$ cat src/rtl/sdt_pkg.sv
`default_nettype none
package sdt_pkg;
  // register byte offsets
  localparam logic [7:0] T0_CTRL_OFF = 8'h00;
  localparam logic [7:0] T0_TARGET_OFF = 8'h04;
  localparam logic [7:0] T0_COUNT_OFF = 8'h08;
  localparam logic [7:0] T1_CTRL_OFF = 8'h10;
  localparam logic [7:0] T1_TARGET_OFF = 8'h14;
  localparam logic [7:0] T1_COUNT_OFF = 8'h18;
  localparam logic [7:0] T2_CTRL_OFF = 8'h20;
  localparam logic [7:0] T2_PERIOD_OFF = 8'h24;
  localparam logic [7:0] T2_COUNT_OFF = 8'h28;
  localparam logic [7:0] T2_EVSEL_OFF = 8'h2c;
  localparam logic [7:0] IRQ_STATUS_OFF = 8'h30;
  localparam logic [7:0] IRQ_MASK_OFF = 8'h34;
  localparam logic [7:0] CH_CFG_OFF = 8'h40;
  localparam logic [7:0] CH_VAL_OFF = 8'h44;
  localparam logic [7:0] CH_STRIDE = 8'h08;
  // basic timer control fields
  localparam int CTRL_RUN_BIT = 0;
  localparam int CTRL_PERIODIC_BIT = 1;
  localparam int CTRL_USE_TICK_BIT = 2;
  localparam int CTRL_PRESC_LSB = 4;
  localparam int CTRL_TSEL_LSB = 8;
  // timer2 control fields
  localparam int T2_CLKSEL_LSB = 2;
  localparam logic [1:0] T2_CLK_24M = 2'h0;
  localparam logic [1:0] T2_CLK_2M = 2'h1;
  localparam logic [1:0] T2_CLK_32K = 2'h2;
  // event select fields
  localparam int EVSEL_SE_LSB = 0;
  localparam int EVSEL_ADC_LSB = 8;
  // channel config fields
  localparam int CH_EN_BIT = 0;
  localparam int CH_CAPTURE_BIT = 1;
  localparam int CH_PERIODIC_BIT = 2;
  // irq status layout
  localparam int IRQ_T0_BIT = 0;
  localparam int IRQ_T1_BIT = 1;
  localparam int IRQ_T2_BIT = 2;
  localparam int IRQ_CH_LSB = 3;
  localparam int IRQ_W = 7;
  // reset values
  localparam logic [31:0] CTRL_RST = 32'h0000_0000;
  localparam logic [15:0] TARGET_RST = 16'hffff;
  localparam logic [31:0] EVSEL_RST = 32'h0000_0000;
  localparam logic [IRQ_W-1:0] IRQ_MASK_RST = 7'h00;
  // timer2 rate generation, in kHz
  localparam int SYS_CLK_KHZ = 100000;
  localparam int T2_F24_KHZ = 24000;
  localparam int T2_F2_KHZ = 2000;
  localparam int T2_F32_KHZ = 32;
  localparam int ACC_W = 18;
endpackage
`default_nettype wire

$ cat src/rtl/sdt_basic_timer.sv
`default_nettype none
module sdt_basic_timer #(
  parameter int CNT_W = 16,
  parameter int PRESC_W = 4
) (
  input wire logic pclk,
  input wire logic presetn,
  input wire logic start_i,
  input wire logic stop_i,
  input wire logic periodic_i,
  input wire logic use_tick_i,
  input wire logic [PRESC_W-1:0] prescale_i,
  input wire logic tick_i,
  input wire logic [CNT_W-1:0] target_i,
  output logic [CNT_W-1:0] count_o,
  output logic running_o,
  output logic done_o
);
  logic [CNT_W-1:0] pre_q;
  logic [CNT_W-1:0] pre_mask;
  logic pre_hit;
  logic inc;
  logic hit;

  ////////////////////////////////////////////////////////////////////////
  // [RL2] power-of-two prescaler
  assign pre_mask = ~({CNT_W{1'b1}} << prescale_i);
  assign pre_hit = running_o && ((pre_q & pre_mask) == pre_mask);

  always_ff @(posedge pclk or negedge presetn) begin
    if (!presetn) begin
      pre_q <= '0;
    end else if (start_i || pre_hit) begin
      pre_q <= '0;
    end else if (running_o) begin
      pre_q <= pre_q + 1'b1;
    end
  end

  // [RL3] clock or tick source
  assign inc = running_o && (use_tick_i ? tick_i : pre_hit);
  assign hit = inc && (count_o == target_i);

  ////////////////////////////////////////////////////////////////////////
  // [RL4] one-shot or periodic
  always_ff @(posedge pclk or negedge presetn) begin
    if (!presetn) begin
      count_o <= '0;
      running_o <= 1'b0;
    end else if (start_i) begin
      count_o <= '0;
      running_o <= 1'b1;
    end else if (stop_i) begin
      running_o <= 1'b0;
    end else if (hit) begin
      if (periodic_i) begin
        count_o <= '0;
      end else begin
        // [RL11] stop and hold count
        running_o <= 1'b0;
      end
    end else if (inc) begin
      count_o <= count_o + 1'b1;
    end
  end

  always_ff @(posedge pclk or negedge presetn) begin
    if (!presetn) begin
      done_o <= 1'b0;
    end else begin
      done_o <= hit && !start_i && !stop_i;
    end
  end
endmodule
`default_nettype wire

$ cat src/rtl/sdt_top.sv
// How it works
// [RL1] Three independent timers: two basic prescaled timers and one capture/compare timer.
// [RL2] Each basic timer has a 16-bit count fed through a power-of-two prescaler set by software.
// [RL3] Each basic timer counts its prescaled clock or every edge of a chosen tick input.
// [RL4] Each basic timer runs either one period only or restarts after every period.
// [RL5] The capture/compare timer has a 16-bit count at a chosen 24 MHz, 2 MHz or 32 kHz rate.
// [RL6] The capture/compare timer runs and raises events with no regard to the processor's state.
// [RL7] The capture/compare timer has four channels, each capturing or comparing the count.
// [RL8] Each channel acts either once only or again in every timer period.
// [RL9] Timer events are pulsed to the processor and to the converter trigger; only timer2 wrap and channel events are routed, not basic timer events.
// [RL10] Each channel output toggles on its compare match, giving pulse-width or waveform outputs.
// [RL11] A one-shot timer stops and holds its count once its target is reached, until restarted.
// [RL12] Software sets up a timer while it is stopped and starts it afterwards.
`default_nettype none
module sdt_top #(
  parameter int NUM_TICK = 8,
  parameter int NUM_CH = 4
) (
  input wire logic pclk,
  input wire logic presetn,
  input wire logic psel,
  input wire logic penable,
  input wire logic pwrite,
  input wire logic [7:0] paddr,
  input wire logic [31:0] pwdata,
  output logic [31:0] prdata,
  output logic pready,
  output logic pslverr,
  input wire logic [NUM_TICK-1:0] tick_src,
  input wire logic [NUM_CH-1:0] cap_in,
  output logic [NUM_CH-1:0] cc_out,
  output logic proc_evt,
  output logic adc_trig,
  output logic irq
);
  localparam int EV_W = NUM_CH + 1;
  localparam int IRQ_W_L = sdt_pkg::IRQ_W;

  ////////////////////////////////////////////////////////////////////////
  // input synchronisers and edge detect
  logic [NUM_TICK-1:0] tick_s1_q;
  logic [NUM_TICK-1:0] tick_s2_q;
  logic [NUM_TICK-1:0] tick_s3_q;
  logic [NUM_TICK-1:0] tick_edge;
  logic [NUM_CH-1:0] cap_s1_q;
  logic [NUM_CH-1:0] cap_s2_q;
  logic [NUM_CH-1:0] cap_s3_q;
  logic [NUM_CH-1:0] cap_rise;

  always_ff @(posedge pclk or negedge presetn) begin
    if (!presetn) begin
      tick_s1_q <= '0;
      tick_s2_q <= '0;
      tick_s3_q <= '0;
      cap_s1_q <= '0;
      cap_s2_q <= '0;
      cap_s3_q <= '0;
    end else begin
      tick_s1_q <= tick_src;
      tick_s2_q <= tick_s1_q;
      tick_s3_q <= tick_s2_q;
      cap_s1_q <= cap_in;
      cap_s2_q <= cap_s1_q;
      cap_s3_q <= cap_s2_q;
    end
  end

  // both edges count as ticks
  assign tick_edge = tick_s2_q ^ tick_s3_q;
  assign cap_rise = cap_s2_q & ~cap_s3_q;

  ////////////////////////////////////////////////////////////////////////
  // apb decode
  logic acc_ph;
  logic wr_en;
  logic [31:0] t_ctrl_q [2];
  logic [15:0] t_target_q [2];
  logic [31:0] t2_ctrl_q;
  logic [15:0] t2_period_q;
  logic [31:0] evsel_q;
  logic [IRQ_W_L-1:0] irq_status_q;
  logic [IRQ_W_L-1:0] irq_mask_q;
  logic [31:0] ch_cfg_q [NUM_CH];
  logic [15:0] ch_val_q [NUM_CH];

  assign acc_ph = psel && penable;
  assign wr_en = acc_ph && pwrite;
  assign pready = 1'b1;

  function automatic logic wr_at(input logic [7:0] off);
    wr_at = (paddr == off);
  endfunction

  ////////////////////////////////////////////////////////////////////////
  // basic timer registers and start/stop pulses
  logic [1:0] t_start;
  logic [1:0] t_stop;
  logic [15:0] t_count [2];
  logic [1:0] t_run;
  logic [1:0] t_done;
  logic [7:0] t_base [2];

  assign t_base[0] = sdt_pkg::T0_CTRL_OFF;
  assign t_base[1] = sdt_pkg::T1_CTRL_OFF;

  // [RL1] two basic timers
  for (genvar k = 0; k < 2; k++) begin : g_basic
    logic ctrl_wr;
    logic [2:0] tsel;
    assign ctrl_wr = wr_en && wr_at(t_base[k]);
    // [RL12] run bit written last
    assign t_start[k] = ctrl_wr && pwdata[sdt_pkg::CTRL_RUN_BIT];
    assign t_stop[k] = ctrl_wr && !pwdata[sdt_pkg::CTRL_RUN_BIT];
    assign tsel = t_ctrl_q[k][sdt_pkg::CTRL_TSEL_LSB +: 3];

    always_ff @(posedge pclk or negedge presetn) begin
      if (!presetn) begin
        t_ctrl_q[k] <= sdt_pkg::CTRL_RST;
        t_target_q[k] <= sdt_pkg::TARGET_RST;
      end else begin
        if (ctrl_wr) begin
          t_ctrl_q[k] <= pwdata;
        end
        if (wr_en && wr_at(t_base[k] + 8'h04)) begin
          t_target_q[k] <= pwdata[15:0];
        end
      end
    end

    // [RL3] tick select and mode
    sdt_basic_timer #(
      .CNT_W(16),
      .PRESC_W(4)
    ) u_tmr (
      .pclk(pclk),
      .presetn(presetn),
      .start_i(t_start[k]),
      .stop_i(t_stop[k]),
      .periodic_i(t_ctrl_q[k][sdt_pkg::CTRL_PERIODIC_BIT]),
      .use_tick_i(t_ctrl_q[k][sdt_pkg::CTRL_USE_TICK_BIT]),
      .prescale_i(t_ctrl_q[k][sdt_pkg::CTRL_PRESC_LSB +: 4]),
      .tick_i(tick_edge[tsel]),
      .target_i(t_target_q[k]),
      .count_o(t_count[k]),
      .running_o(t_run[k]),
      .done_o(t_done[k])
    );
  end

  ////////////////////////////////////////////////////////////////////////
  // timer2 rate generator
  logic [sdt_pkg::ACC_W-1:0] rate_acc_q;
  logic [sdt_pkg::ACC_W-1:0] rate_inc;
  logic [sdt_pkg::ACC_W-1:0] rate_sum;
  logic t2_tick;
  logic t2_start;
  logic t2_stop;
  logic [15:0] t2_count;
  logic t2_run;
  logic t2_wrap;

  // [RL5] 24 MHz, 2 MHz or 32 kHz
  always_comb begin
    case (t2_ctrl_q[sdt_pkg::T2_CLKSEL_LSB +: 2])
      sdt_pkg::T2_CLK_24M: rate_inc = sdt_pkg::ACC_W'(sdt_pkg::T2_F24_KHZ);
      sdt_pkg::T2_CLK_2M: rate_inc = sdt_pkg::ACC_W'(sdt_pkg::T2_F2_KHZ);
      sdt_pkg::T2_CLK_32K: rate_inc = sdt_pkg::ACC_W'(sdt_pkg::T2_F32_KHZ);
      default: rate_inc = sdt_pkg::ACC_W'(sdt_pkg::T2_F24_KHZ);
    endcase
  end

  assign rate_sum = rate_acc_q + rate_inc;
  assign t2_tick = t2_run && (rate_sum >= sdt_pkg::ACC_W'(sdt_pkg::SYS_CLK_KHZ));

  always_ff @(posedge pclk or negedge presetn) begin
    if (!presetn) begin
      rate_acc_q <= '0;
    end else if (!t2_run) begin
      rate_acc_q <= '0;
    end else if (t2_tick) begin
      rate_acc_q <= rate_sum - sdt_pkg::ACC_W'(sdt_pkg::SYS_CLK_KHZ);
    end else begin
      rate_acc_q <= rate_sum;
    end
  end

  ////////////////////////////////////////////////////////////////////////
  // timer2 registers and counter
  assign t2_start = wr_en && wr_at(sdt_pkg::T2_CTRL_OFF) && pwdata[sdt_pkg::CTRL_RUN_BIT];
  assign t2_stop = wr_en && wr_at(sdt_pkg::T2_CTRL_OFF) && !pwdata[sdt_pkg::CTRL_RUN_BIT];

  always_ff @(posedge pclk or negedge presetn) begin
    if (!presetn) begin
      t2_ctrl_q <= sdt_pkg::CTRL_RST;
      t2_period_q <= sdt_pkg::TARGET_RST;
      evsel_q <= sdt_pkg::EVSEL_RST;
    end else begin
      if (wr_en && wr_at(sdt_pkg::T2_CTRL_OFF)) begin
        t2_ctrl_q <= pwdata;
      end
      if (wr_en && wr_at(sdt_pkg::T2_PERIOD_OFF)) begin
        t2_period_q <= pwdata[15:0];
      end
      if (wr_en && wr_at(sdt_pkg::T2_EVSEL_OFF)) begin
        evsel_q <= pwdata;
      end
    end
  end

  // [RL6] no processor state input
  sdt_basic_timer #(
    .CNT_W(16),
    .PRESC_W(4)
  ) u_t2 (
    .pclk(pclk),
    .presetn(presetn),
    .start_i(t2_start),
    .stop_i(t2_stop),
    .periodic_i(t2_ctrl_q[sdt_pkg::CTRL_PERIODIC_BIT]),
    .use_tick_i(1'b1),
    .prescale_i(4'h0),
    .tick_i(t2_tick),
    .target_i(t2_period_q),
    .count_o(t2_count),
    .running_o(t2_run),
    .done_o(t2_wrap)
  );

  ////////////////////////////////////////////////////////////////////////
  // capture/compare channels
  logic [NUM_CH-1:0] ch_evt_q;

  // [RL7] four capture or compare channels
  for (genvar c = 0; c < NUM_CH; c++) begin : g_ch
    logic [7:0] cfg_off;
    logic [7:0] val_off;
    logic en;
    logic is_cap;
    logic match;
    logic fire;
    assign cfg_off = sdt_pkg::CH_CFG_OFF + 8'(c) * sdt_pkg::CH_STRIDE;
    assign val_off = sdt_pkg::CH_VAL_OFF + 8'(c) * sdt_pkg::CH_STRIDE;
    assign en = ch_cfg_q[c][sdt_pkg::CH_EN_BIT];
    assign is_cap = ch_cfg_q[c][sdt_pkg::CH_CAPTURE_BIT];
    assign match = t2_tick && (t2_count == ch_val_q[c]);
    assign fire = en && (is_cap ? (cap_rise[c] && t2_run) : match);

    always_ff @(posedge pclk or negedge presetn) begin
      if (!presetn) begin
        ch_cfg_q[c] <= sdt_pkg::CTRL_RST;
      end else if (wr_en && wr_at(cfg_off)) begin
        ch_cfg_q[c] <= pwdata;
      end else if (fire && !ch_cfg_q[c][sdt_pkg::CH_PERIODIC_BIT]) begin
        // [RL8] one-shot disarms after acting
        ch_cfg_q[c][sdt_pkg::CH_EN_BIT] <= 1'b0;
      end
    end

    always_ff @(posedge pclk or negedge presetn) begin
      if (!presetn) begin
        ch_val_q[c] <= '0;
      end else if (wr_en && wr_at(val_off)) begin
        ch_val_q[c] <= pwdata[15:0];
      end else if (fire && is_cap) begin
        ch_val_q[c] <= t2_count;
      end
    end

    // [RL10] output toggles on match
    always_ff @(posedge pclk or negedge presetn) begin
      if (!presetn) begin
        cc_out[c] <= 1'b0;
      end else if (fire && !is_cap) begin
        cc_out[c] <= ~cc_out[c];
      end
    end

    always_ff @(posedge pclk or negedge presetn) begin
      if (!presetn) begin
        ch_evt_q[c] <= 1'b0;
      end else begin
        ch_evt_q[c] <= fire;
      end
    end
  end

  ////////////////////////////////////////////////////////////////////////
  // event routing
  logic [EV_W-1:0] t2_events;
  logic t2_wrap_q;

  always_ff @(posedge pclk or negedge presetn) begin
    if (!presetn) begin
      t2_wrap_q <= 1'b0;
    end else begin
      t2_wrap_q <= t2_wrap;
    end
  end

  assign t2_events = {ch_evt_q, t2_wrap_q};

  // [RL9] processor and converter events
  always_ff @(posedge pclk or negedge presetn) begin
    if (!presetn) begin
      proc_evt <= 1'b0;
      adc_trig <= 1'b0;
    end else begin
      proc_evt <= |(t2_events & evsel_q[sdt_pkg::EVSEL_SE_LSB +: EV_W]);
      adc_trig <= |(t2_events & evsel_q[sdt_pkg::EVSEL_ADC_LSB +: EV_W]);
    end
  end

  ////////////////////////////////////////////////////////////////////////
  // interrupt status, mask and output
  logic [IRQ_W_L-1:0] irq_set;

  assign irq_set = {ch_evt_q, t2_wrap_q, t_done};

  always_ff @(posedge pclk or negedge presetn) begin
    if (!presetn) begin
      irq_status_q <= '0;
      irq_mask_q <= sdt_pkg::IRQ_MASK_RST;
    end else begin
      if (wr_en && wr_at(sdt_pkg::IRQ_STATUS_OFF)) begin
        irq_status_q <= (irq_status_q & ~pwdata[IRQ_W_L-1:0]) | irq_set;
      end else begin
        irq_status_q <= irq_status_q | irq_set;
      end
      if (wr_en && wr_at(sdt_pkg::IRQ_MASK_OFF)) begin
        irq_mask_q <= pwdata[IRQ_W_L-1:0];
      end
    end
  end

  always_ff @(posedge pclk or negedge presetn) begin
    if (!presetn) begin
      irq <= 1'b0;
    end else begin
      irq <= |(irq_status_q & irq_mask_q);
    end
  end

  ////////////////////////////////////////////////////////////////////////
  // read mux, sampled in the setup cycle
  logic [31:0] rd_d;
  logic rd_err_d;

  always_comb begin
    rd_d = 32'h0000_0000;
    rd_err_d = 1'b0;
    case (paddr)
      sdt_pkg::T0_CTRL_OFF: rd_d = {t_ctrl_q[0][31:1], t_run[0]};
      sdt_pkg::T0_TARGET_OFF: rd_d = {16'h0000, t_target_q[0]};
      sdt_pkg::T0_COUNT_OFF: rd_d = {16'h0000, t_count[0]};
      sdt_pkg::T1_CTRL_OFF: rd_d = {t_ctrl_q[1][31:1], t_run[1]};
      sdt_pkg::T1_TARGET_OFF: rd_d = {16'h0000, t_target_q[1]};
      sdt_pkg::T1_COUNT_OFF: rd_d = {16'h0000, t_count[1]};
      sdt_pkg::T2_CTRL_OFF: rd_d = {t2_ctrl_q[31:1], t2_run};
      sdt_pkg::T2_PERIOD_OFF: rd_d = {16'h0000, t2_period_q};
      sdt_pkg::T2_COUNT_OFF: rd_d = {16'h0000, t2_count};
      sdt_pkg::T2_EVSEL_OFF: rd_d = evsel_q;
      sdt_pkg::IRQ_STATUS_OFF: rd_d = {{(32 - IRQ_W_L){1'b0}}, irq_status_q};
      sdt_pkg::IRQ_MASK_OFF: rd_d = {{(32 - IRQ_W_L){1'b0}}, irq_mask_q};
      default: rd_err_d = 1'b1;
    endcase
    for (int c = 0; c < NUM_CH; c++) begin
      if (paddr == sdt_pkg::CH_CFG_OFF + 8'(c) * sdt_pkg::CH_STRIDE) begin
        rd_d = ch_cfg_q[c];
        rd_err_d = 1'b0;
      end
      if (paddr == sdt_pkg::CH_VAL_OFF + 8'(c) * sdt_pkg::CH_STRIDE) begin
        rd_d = {16'h0000, ch_val_q[c]};
        rd_err_d = 1'b0;
      end
    end
  end

  always_ff @(posedge pclk or negedge presetn) begin
    if (!presetn) begin
      prdata <= 32'h0000_0000;
      pslverr <= 1'b0;
    end else if (psel && !penable) begin
      prdata <= pwrite ? 32'h0000_0000 : rd_d;
      pslverr <= rd_err_d;
    end
  end
endmodule
`default_nettype wire
$ cat config.mk
export PLATFORM = sky130hd
export DESIGN_NAME = sdt_top
export DESIGN_NICKNAME = d
export VERILOG_FILES = /design/src/rtl/sdt_pkg.sv /design/src/rtl/sdt_basic_timer.sv /design/src/rtl/sdt_top.sv
export SDC_FILE = /design/constraint.sdc
export NUM_CORES = 1
export LEC_CHECK = 0
export BUFFER_PORTS_ARGS = -buffer_cell sky130_fd_sc_hd__buf_2
export CORE_ASPECT_RATIO = 1.25
export CORE_MARGIN = 2
export CORE_UTILIZATION = 63
export CTS_CLUSTER_SIZE = 30
export DETAILED_ROUTE_END_ITERATION = 10
export GPL_TIMING_DRIVEN = 0
export PLACE_DENSITY = 0.81
export SKIP_CTS_REPAIR_TIMING = 1
export SLEW_MARGIN = 25
export SYNTH_ARGS = -nofsm -noshare
export SYNTH_HDL_FRONTEND = slang
export SYNTH_SLANG_ARGS = --single-unit
$ cat constraint.sdc
create_clock -name pclk -period 4.3 [get_ports pclk]
set_input_delay 0.43 -clock pclk [delete_from_list [all_inputs] [get_ports pclk]]
set_output_delay 0.43 -clock pclk [all_outputs]
set_load 0.03 [all_outputs]
==> results of run 1 <==
## sequential cells by signal, summed over array words and instances (netlist names), 14 cells and up
signal and flops:
ch_cfg_q 128, ch_val_q 64, t_ctrl_q 56, evsel_q 32, g_basic.u_tmr.count_o 32, prdata 32, t_target_q 32, t2_ctrl_q 31
g_basic.u_tmr.pre_q 30, t2_period_q 16, u_t2.count_o 16, rate_acc_q 14
## through the flow
stage / setup TNS [ps] / cells / total power [mW] / setup slack (ps) / util
final: 0 / 3337 / 11.5 / 232 / 0.718
after CTS: -38.9 / 3316 / 11.5 / -26.3 / 0.713
after floorplan: 0 / 2547 / 5.73 / 866 / -
after global placement: -4363810 / 3206 / 6.01 / -8210 / 0.661
after global routing: 0 / 3336 / 11.8 / 29.8 / 0.718
after detailed placement: -116 / 3213 / 6.05 / -105 / 0.666
## cell families after synthesis
group	share of synthesized area
multiplexers	0.153
XOR/XNOR	0.0550
adder cells (fa/ha/maj)	0.00835
AO/OA/AOI/OAI	0.137
flip-flops	0.503
buffers and inverters	0.0306
AND/OR/NAND/NOR	0.113
other	0.000135
## cells in the final DEF, fill, tap and decap left out, drive strengths merged, types with 75 or more instances in the layout
cell	instances
xor2	88
buf	149
xnor2	87
mux2	304
clkbuf	211
dfrtp	510
nand2	182
a21oi	83
nand3	75
o21ai	131
nor2	173
## worst paths after layout
| check | start | end | slack (ps) | cells after the start |
|---|---|---|---|---|
| setup / recovery | t2_ctrl_q[2] | u_t2.count_o[13] | 230 | 13 |
| hold / removal | pwdata[16] | ch_cfg_q[112] | 130 | 2 |
| setup reg to reg | t2_ctrl_q[2] | u_t2.count_o[13] | 230 | 13 |
| hold reg to reg | tick_s1_q[1] | tick_s2_q[1] | 350 | 0 |
| max in group asynchronous | presetn | cap_s2_q[1] | 1510 | 7 |
| min in group asynchronous | presetn | g_basic[0].u_tmr.pre_q[11] | 270 | 2 |
## cells in the mapped netlist (all sizes together) (14+ instances only)
library cell,count
a21o,14
a21oi,83
a221oi,35
a222oi,18
a22o,47
a22oi,74
and3,34
buf,47
clkbuf,138
dfrtp,510
dfstp,48
ha,17
inv,33
mux2,304
mux2i,74
nand2,182
nand2b,26
nand3,75
nand4,28
nor2,173
nor3,36
nor4,23
o211ai,23
o21ai,131
o22ai,28
o31ai,16
xnor2,87
xor2,88
## cell type report
| cell class | instances | share of cell area |
|---|---|---|
| Multi-Input combinational cell | 1770 | 0.413 |
| Antenna cell | 1 | 0.0000793 |
| Timing Repair Buffer | 115 | 0.0259 |
| Inverter | 34 | 0.00405 |
| Buffer | 184 | 0.0229 |
| Sequential cell | 558 | 0.445 |
| Clock inverter | 29 | 0.0168 |
| Tap cell | 572 | 0.0227 |
| Clock buffer | 74 | 0.0494 |
## power by group through the flow
stage / combinational [mW] / sequential, mW / clock, mW
after global placement: 0.496 / 5.51 / 0
final: 0.564 / 5.42 / 5.54
after global routing: 0.606 / 5.43 / 5.78
after floorplan: 0.234 / 5.50 / 0
after CTS: 0.542 / 5.42 / 5.55
after detailed placement: 0.538 / 5.51 / 0
## worst register-to-register path: cells and delay by family, from the launching register on
kind,cells,cell delay (ps)
AOI/OAI and AO/OA,6,1640
adders and majority gates,2,780
buffers and inverters,1,170
DFF,1,470
and+or+nand+nor,4,880
## layer usage
layer	wire length (µm)	GRT usage
met5	62	0
met4	6850	0.251
met3	9690	0.0964
met2	42900	0.642
met1	34900	0.538
==> metrics, run 1 <==
outcome=finished clean; sequence of cells on the critical path=ha_1 -> and2_1 -> fa_1 -> a21o_1 -> a2bb2oi_1 -> o22ai_1 -> a2111oi_1 -> nand3b_1 -> nor4_4 -> or2_1 -> buf_6 -> o21ai_4 -> o221ai_1; Area growth, synth to finish=13.2%; DRT antenna net count=0; fin crit period=4070 ps; #FFs+latches synth=558; Max VDD drop=0.356 mV; CTS Buf Count=55; Comb power frac=0.049; final number of setup-violating endpoints=0; hpwl dp=67.0 mm; Max-slew headroom=0.279; input/output buffers=87; min-delay worst type=input pin to register; Yosys cell types=84; EDFF count, synth=0; clock slew seen by the registers of the worst setup and hold paths=70 ps; Yosys warning total=0; Post-Syn Area=0.0279 mm²; row cnt=86; skew final=25.0 ps; crit path launch type=register; # fillers=3,114; Crit Path Max Fanout=10; Synth top area share=0.458; first-pass GRT wire length=141 mm; Final Cycle Share=0.946; P per Cell Area=366 mW/mm²; Final #Nets=2,793; Reg power frac=0.470; post-route DRC violation count=0; static leakage=13.8 nW; via/cell ratio=6.88; Critical Path AT=4560 ps; fin area=0.0315 mm²; total number of vias=22,900; largest net degree at the start of global routing=95; max_cap viols=0; # IOs=98; layout cells sized above 1=0.220; syn_nets=2,622; Initial DRT Pass Iterations=9; CTS root buf=clkbuf_16; asr flop ratio synth=1.00; Routed WL per cell=28.3 µm; sequential element share of the synthesized area=0.503; RSZ-0062 raised after global routing=false; Mapped Cells=2,547; DRT Wirelength=94.4 mm; Slowest-stage cell, CP=dfrtp_1; Clk network pwr share=0.481; htree depth=2; leading area contributor after synthesis=dfrtp_1; Top FF cell, synth=dfrtp_1; Die Ht=239 µm; WP buf/inv=1; worst-skew pair later-pin latency=640 ps; fmax=246 MHz; Avg Synthesized Cell Area=10.9 µm²; FF/Latch Area=0.0140 mm²; P_sw=2.67 mW; final hold viol count=0; Core Area=0.0439 mm²; total track usage=0.417; Setup crit end kind=register; synth top area cells=dfrtp_1, mux2_2, dfstp_2; Critical Path RT=4790 ps; routability cong.=0.984; Initial Util=0.635; Multi-input gate area=0.0130 mm²; final slew viol count=0; Die W=192 µm; GRT overflow=0; die area=0.0459 mm²; Max Root-Sink Buffers=3; initial antenna violation count=5; CTS tree=built; clock sink count=558; path type of the worst setup path=register to register; placed cell area=0.0292 mm²; Switching Fraction=0.231; CP max stage delay=470 ps; Cell Int Power=8.86 mW; Slew @ Worst Pin=1080 ps; vias in the first global route=22,700; delay-heaviest family, CP=compound AO/OA/AOI/OAI gates; Initial DRC Count=2,674; final hold slack=131 ps
Note: power is estimated with default switching activity, not from simulation.
==> run 2, diff against run 1 <==
- CORE_UTILIZATION: 63 -> 25
- PLACE_DENSITY: 0.81 -> not set
==> run 2 against run 1 <==
Net effect:
- setup slack gained 7.1 ps
- core utilization fell by 42 points
- critical path type unchanged
- clock power decreased by 8.3%
- final cell count up 26%
- highest routed layer unchanged
- maximum frequency is 0.18% higher
- critical endpoint is now cc_out[0]
- routed wire length rose by 6.2%
- count of clock-buffer cells in the layout increased by 8
- critical path depth grew 2
- flip-flop and latch count stayed put
- non-clock buffer count grew 4
- largest power group is now registers
- final area rose by 2.9%
- via count shrank 3.0%
==> metrics, run 2 (synthesis results as in run 1) <==
Area growth, synth to finish=16.5%; skew final=60.7 ps; Comb power frac=0.051; path type of the worst setup path=register to register; Top reg by flops=ch_cfg_q; Slew @ Worst Pin=1100 ps; Critical Path RT=4870 ps; vias in the first global route=21,700; Cell Int Power=8.36 mW; final slew viol count=0; die area=0.114 mm²; biggest regs=ch_cfg_q: 128 flops, ch_val_q: 64 flops, t_ctrl_q: 56 flops; min-delay worst type=input pin to register; GRT overflow=0; placed cell area=0.0303 mm²; max_cap viols=0; htree depth=2; CTS tree=built; CTS Buf Count=54; row cnt=136; DRT antenna net count=0; hold depth=2; max FFs per register=128; clock sink count=558; Max Root-Sink Buffers=3; Critical Path AT=4630 ps; Initial Util=0.253; fmax=246 MHz; Initial DRT Pass Iterations=10; Final #Nets=2,797; DRT Wirelength=100 mm; Final Cycle Share=0.944; Max-slew headroom=0.248; layout cells sized above 1=0.218; Multi-input gate area=0.0131 mm²; commonest non-fill, non-tap cells in the layout=dfrtp_1, mux2_2, nand2_1; Hold Path Origin=pwdata[8]; FF/Latch Area=0.0140 mm²; total track usage=0.171; Initial DRC Count=2,230; Setup crit end kind=register; crit path launch type=register; CTS root buf=clkbuf_16; clock slew seen by the registers of the worst setup and hold paths=70 ps; commonest non-fill, non-tap cell in the layout=dfrtp_1; Max VDD drop=0.368 mV; fin area=0.0325 mm²; Die W=303 µm; Core Area=0.110 mm²; via/cell ratio=5.28; final number of setup-violating endpoints=0; outcome=finished clean; launching point of the worst reg2reg path=t2_ctrl_q[2]; Die Ht=377 µm; Switching Fraction=0.245; largest net degree at the start of global routing=87; Clk network pwr share=0.459; Worst Setup SP=t2_ctrl_q[2]; P_sw=2.71 mW; fin crit period=4060 ps; r2r worst-path depth=15; Critical path destination=cc_out[0]; post-route DRC violation count=0; Final TNS setup=0 ps; RR Endpoint=cc_out[0]; P per Cell Area=341 mW/mm²; Crit Path Max Fanout=10; total number of vias=22,300; hpwl dp=74.0 mm; # IOs=98; # fillers=11,500; final hold viol count=0; final hold slack=98.0 ps; routability cong.=0.955; static leakage=13.7 nW; input/output buffers=87; flop-to-flop setup slack=240 ps; first-pass GRT wire length=147 mm; worst-skew pair later-pin latency=680 ps; initial antenna violation count=20; Routed WL per cell=23.8 µm; Reg power frac=0.490
==> run 2: final cells by class <==
cell class,instances,area share
Antenna cell,2,0.000154
Buffer,184,0.0222
Clock buffer,82,0.0483
Clock inverter,20,0.00871
Inverter,34,0.00393
Multi-Input combinational cell,1771,0.402
Sequential cell,558,0.432
Tap cell,1449,0.0558
Timing Repair Buffer,119,0.0268
==> run 2: how the worst min path moves through the flow <==
stage                     to  slack (ps)
2_1_floorplan       adc_trig         130
6_report        ch_cfg_q[40]         100
5_1_grt        ch_cfg_q[104]          90
4_1_cts         tick_s1_q[2]        -290
3_5_place_dp    tick_s2_q[7]         340
3_3_place_gp    tick_s2_q[1]         340
==> run 2: power by group through the flow <==
| stage | logic (mW) | registers [mW] | clock network (mW) |
|---|---|---|---|
| floorplan | 0.234 | 5.50 | 0 |
| global placement | 0.521 | 5.51 | 0 |
| detailed placement | 0.552 | 5.51 | 0 |
| CTS | 0.554 | 5.42 | 5.17 |
| global route | 0.617 | 5.43 | 5.34 |
| finish | 0.566 | 5.42 | 5.08 |
==> run 2: metrics by stage <==
| step | power, mW | std cells | worst slack [ps] | utilization |
|---|---|---|---|---|
| after floorplan | 5.73 | 2547 | 866 | - |
| after global placement | 6.04 | 4083 | -9250 | 0.273 |
| after detailed placement | 6.07 | 4092 | -167 | 0.275 |
| after CTS | 11.1 | 4194 | -29.3 | 0.292 |
| after global routing | 11.4 | 4218 | -16.4 | 0.294 |
| final | 11.1 | 4219 | 239 | 0.294 |
==> run 2: worst max-delay path, stage by stage (launching register included) <==
cell and delay, ps:
dfrtp_1 480, ha_1 330, and2_1 180, fa_1 450, a21o_1 220, a2bb2oi_1 250, o22ai_1 200, a2111oi_1 430
nand3b_1 290, nor4_4 80, buf_4 170, nor3_4 150, buf_12 150, buf_2 240, nand2_1 150, xnor2_1 150
==> run 2: routing by layer <==
metal  share of wire  up-vias  global-route usage  wire length [µm]
li1                -     9655                   -                 -
met4           0.065       30              0.0970              6560
met1            0.40    11300               0.214             40400
met5          0.0019        -                   0               188
met3           0.067      324              0.0310              6750
met2            0.46     1001               0.278             46400
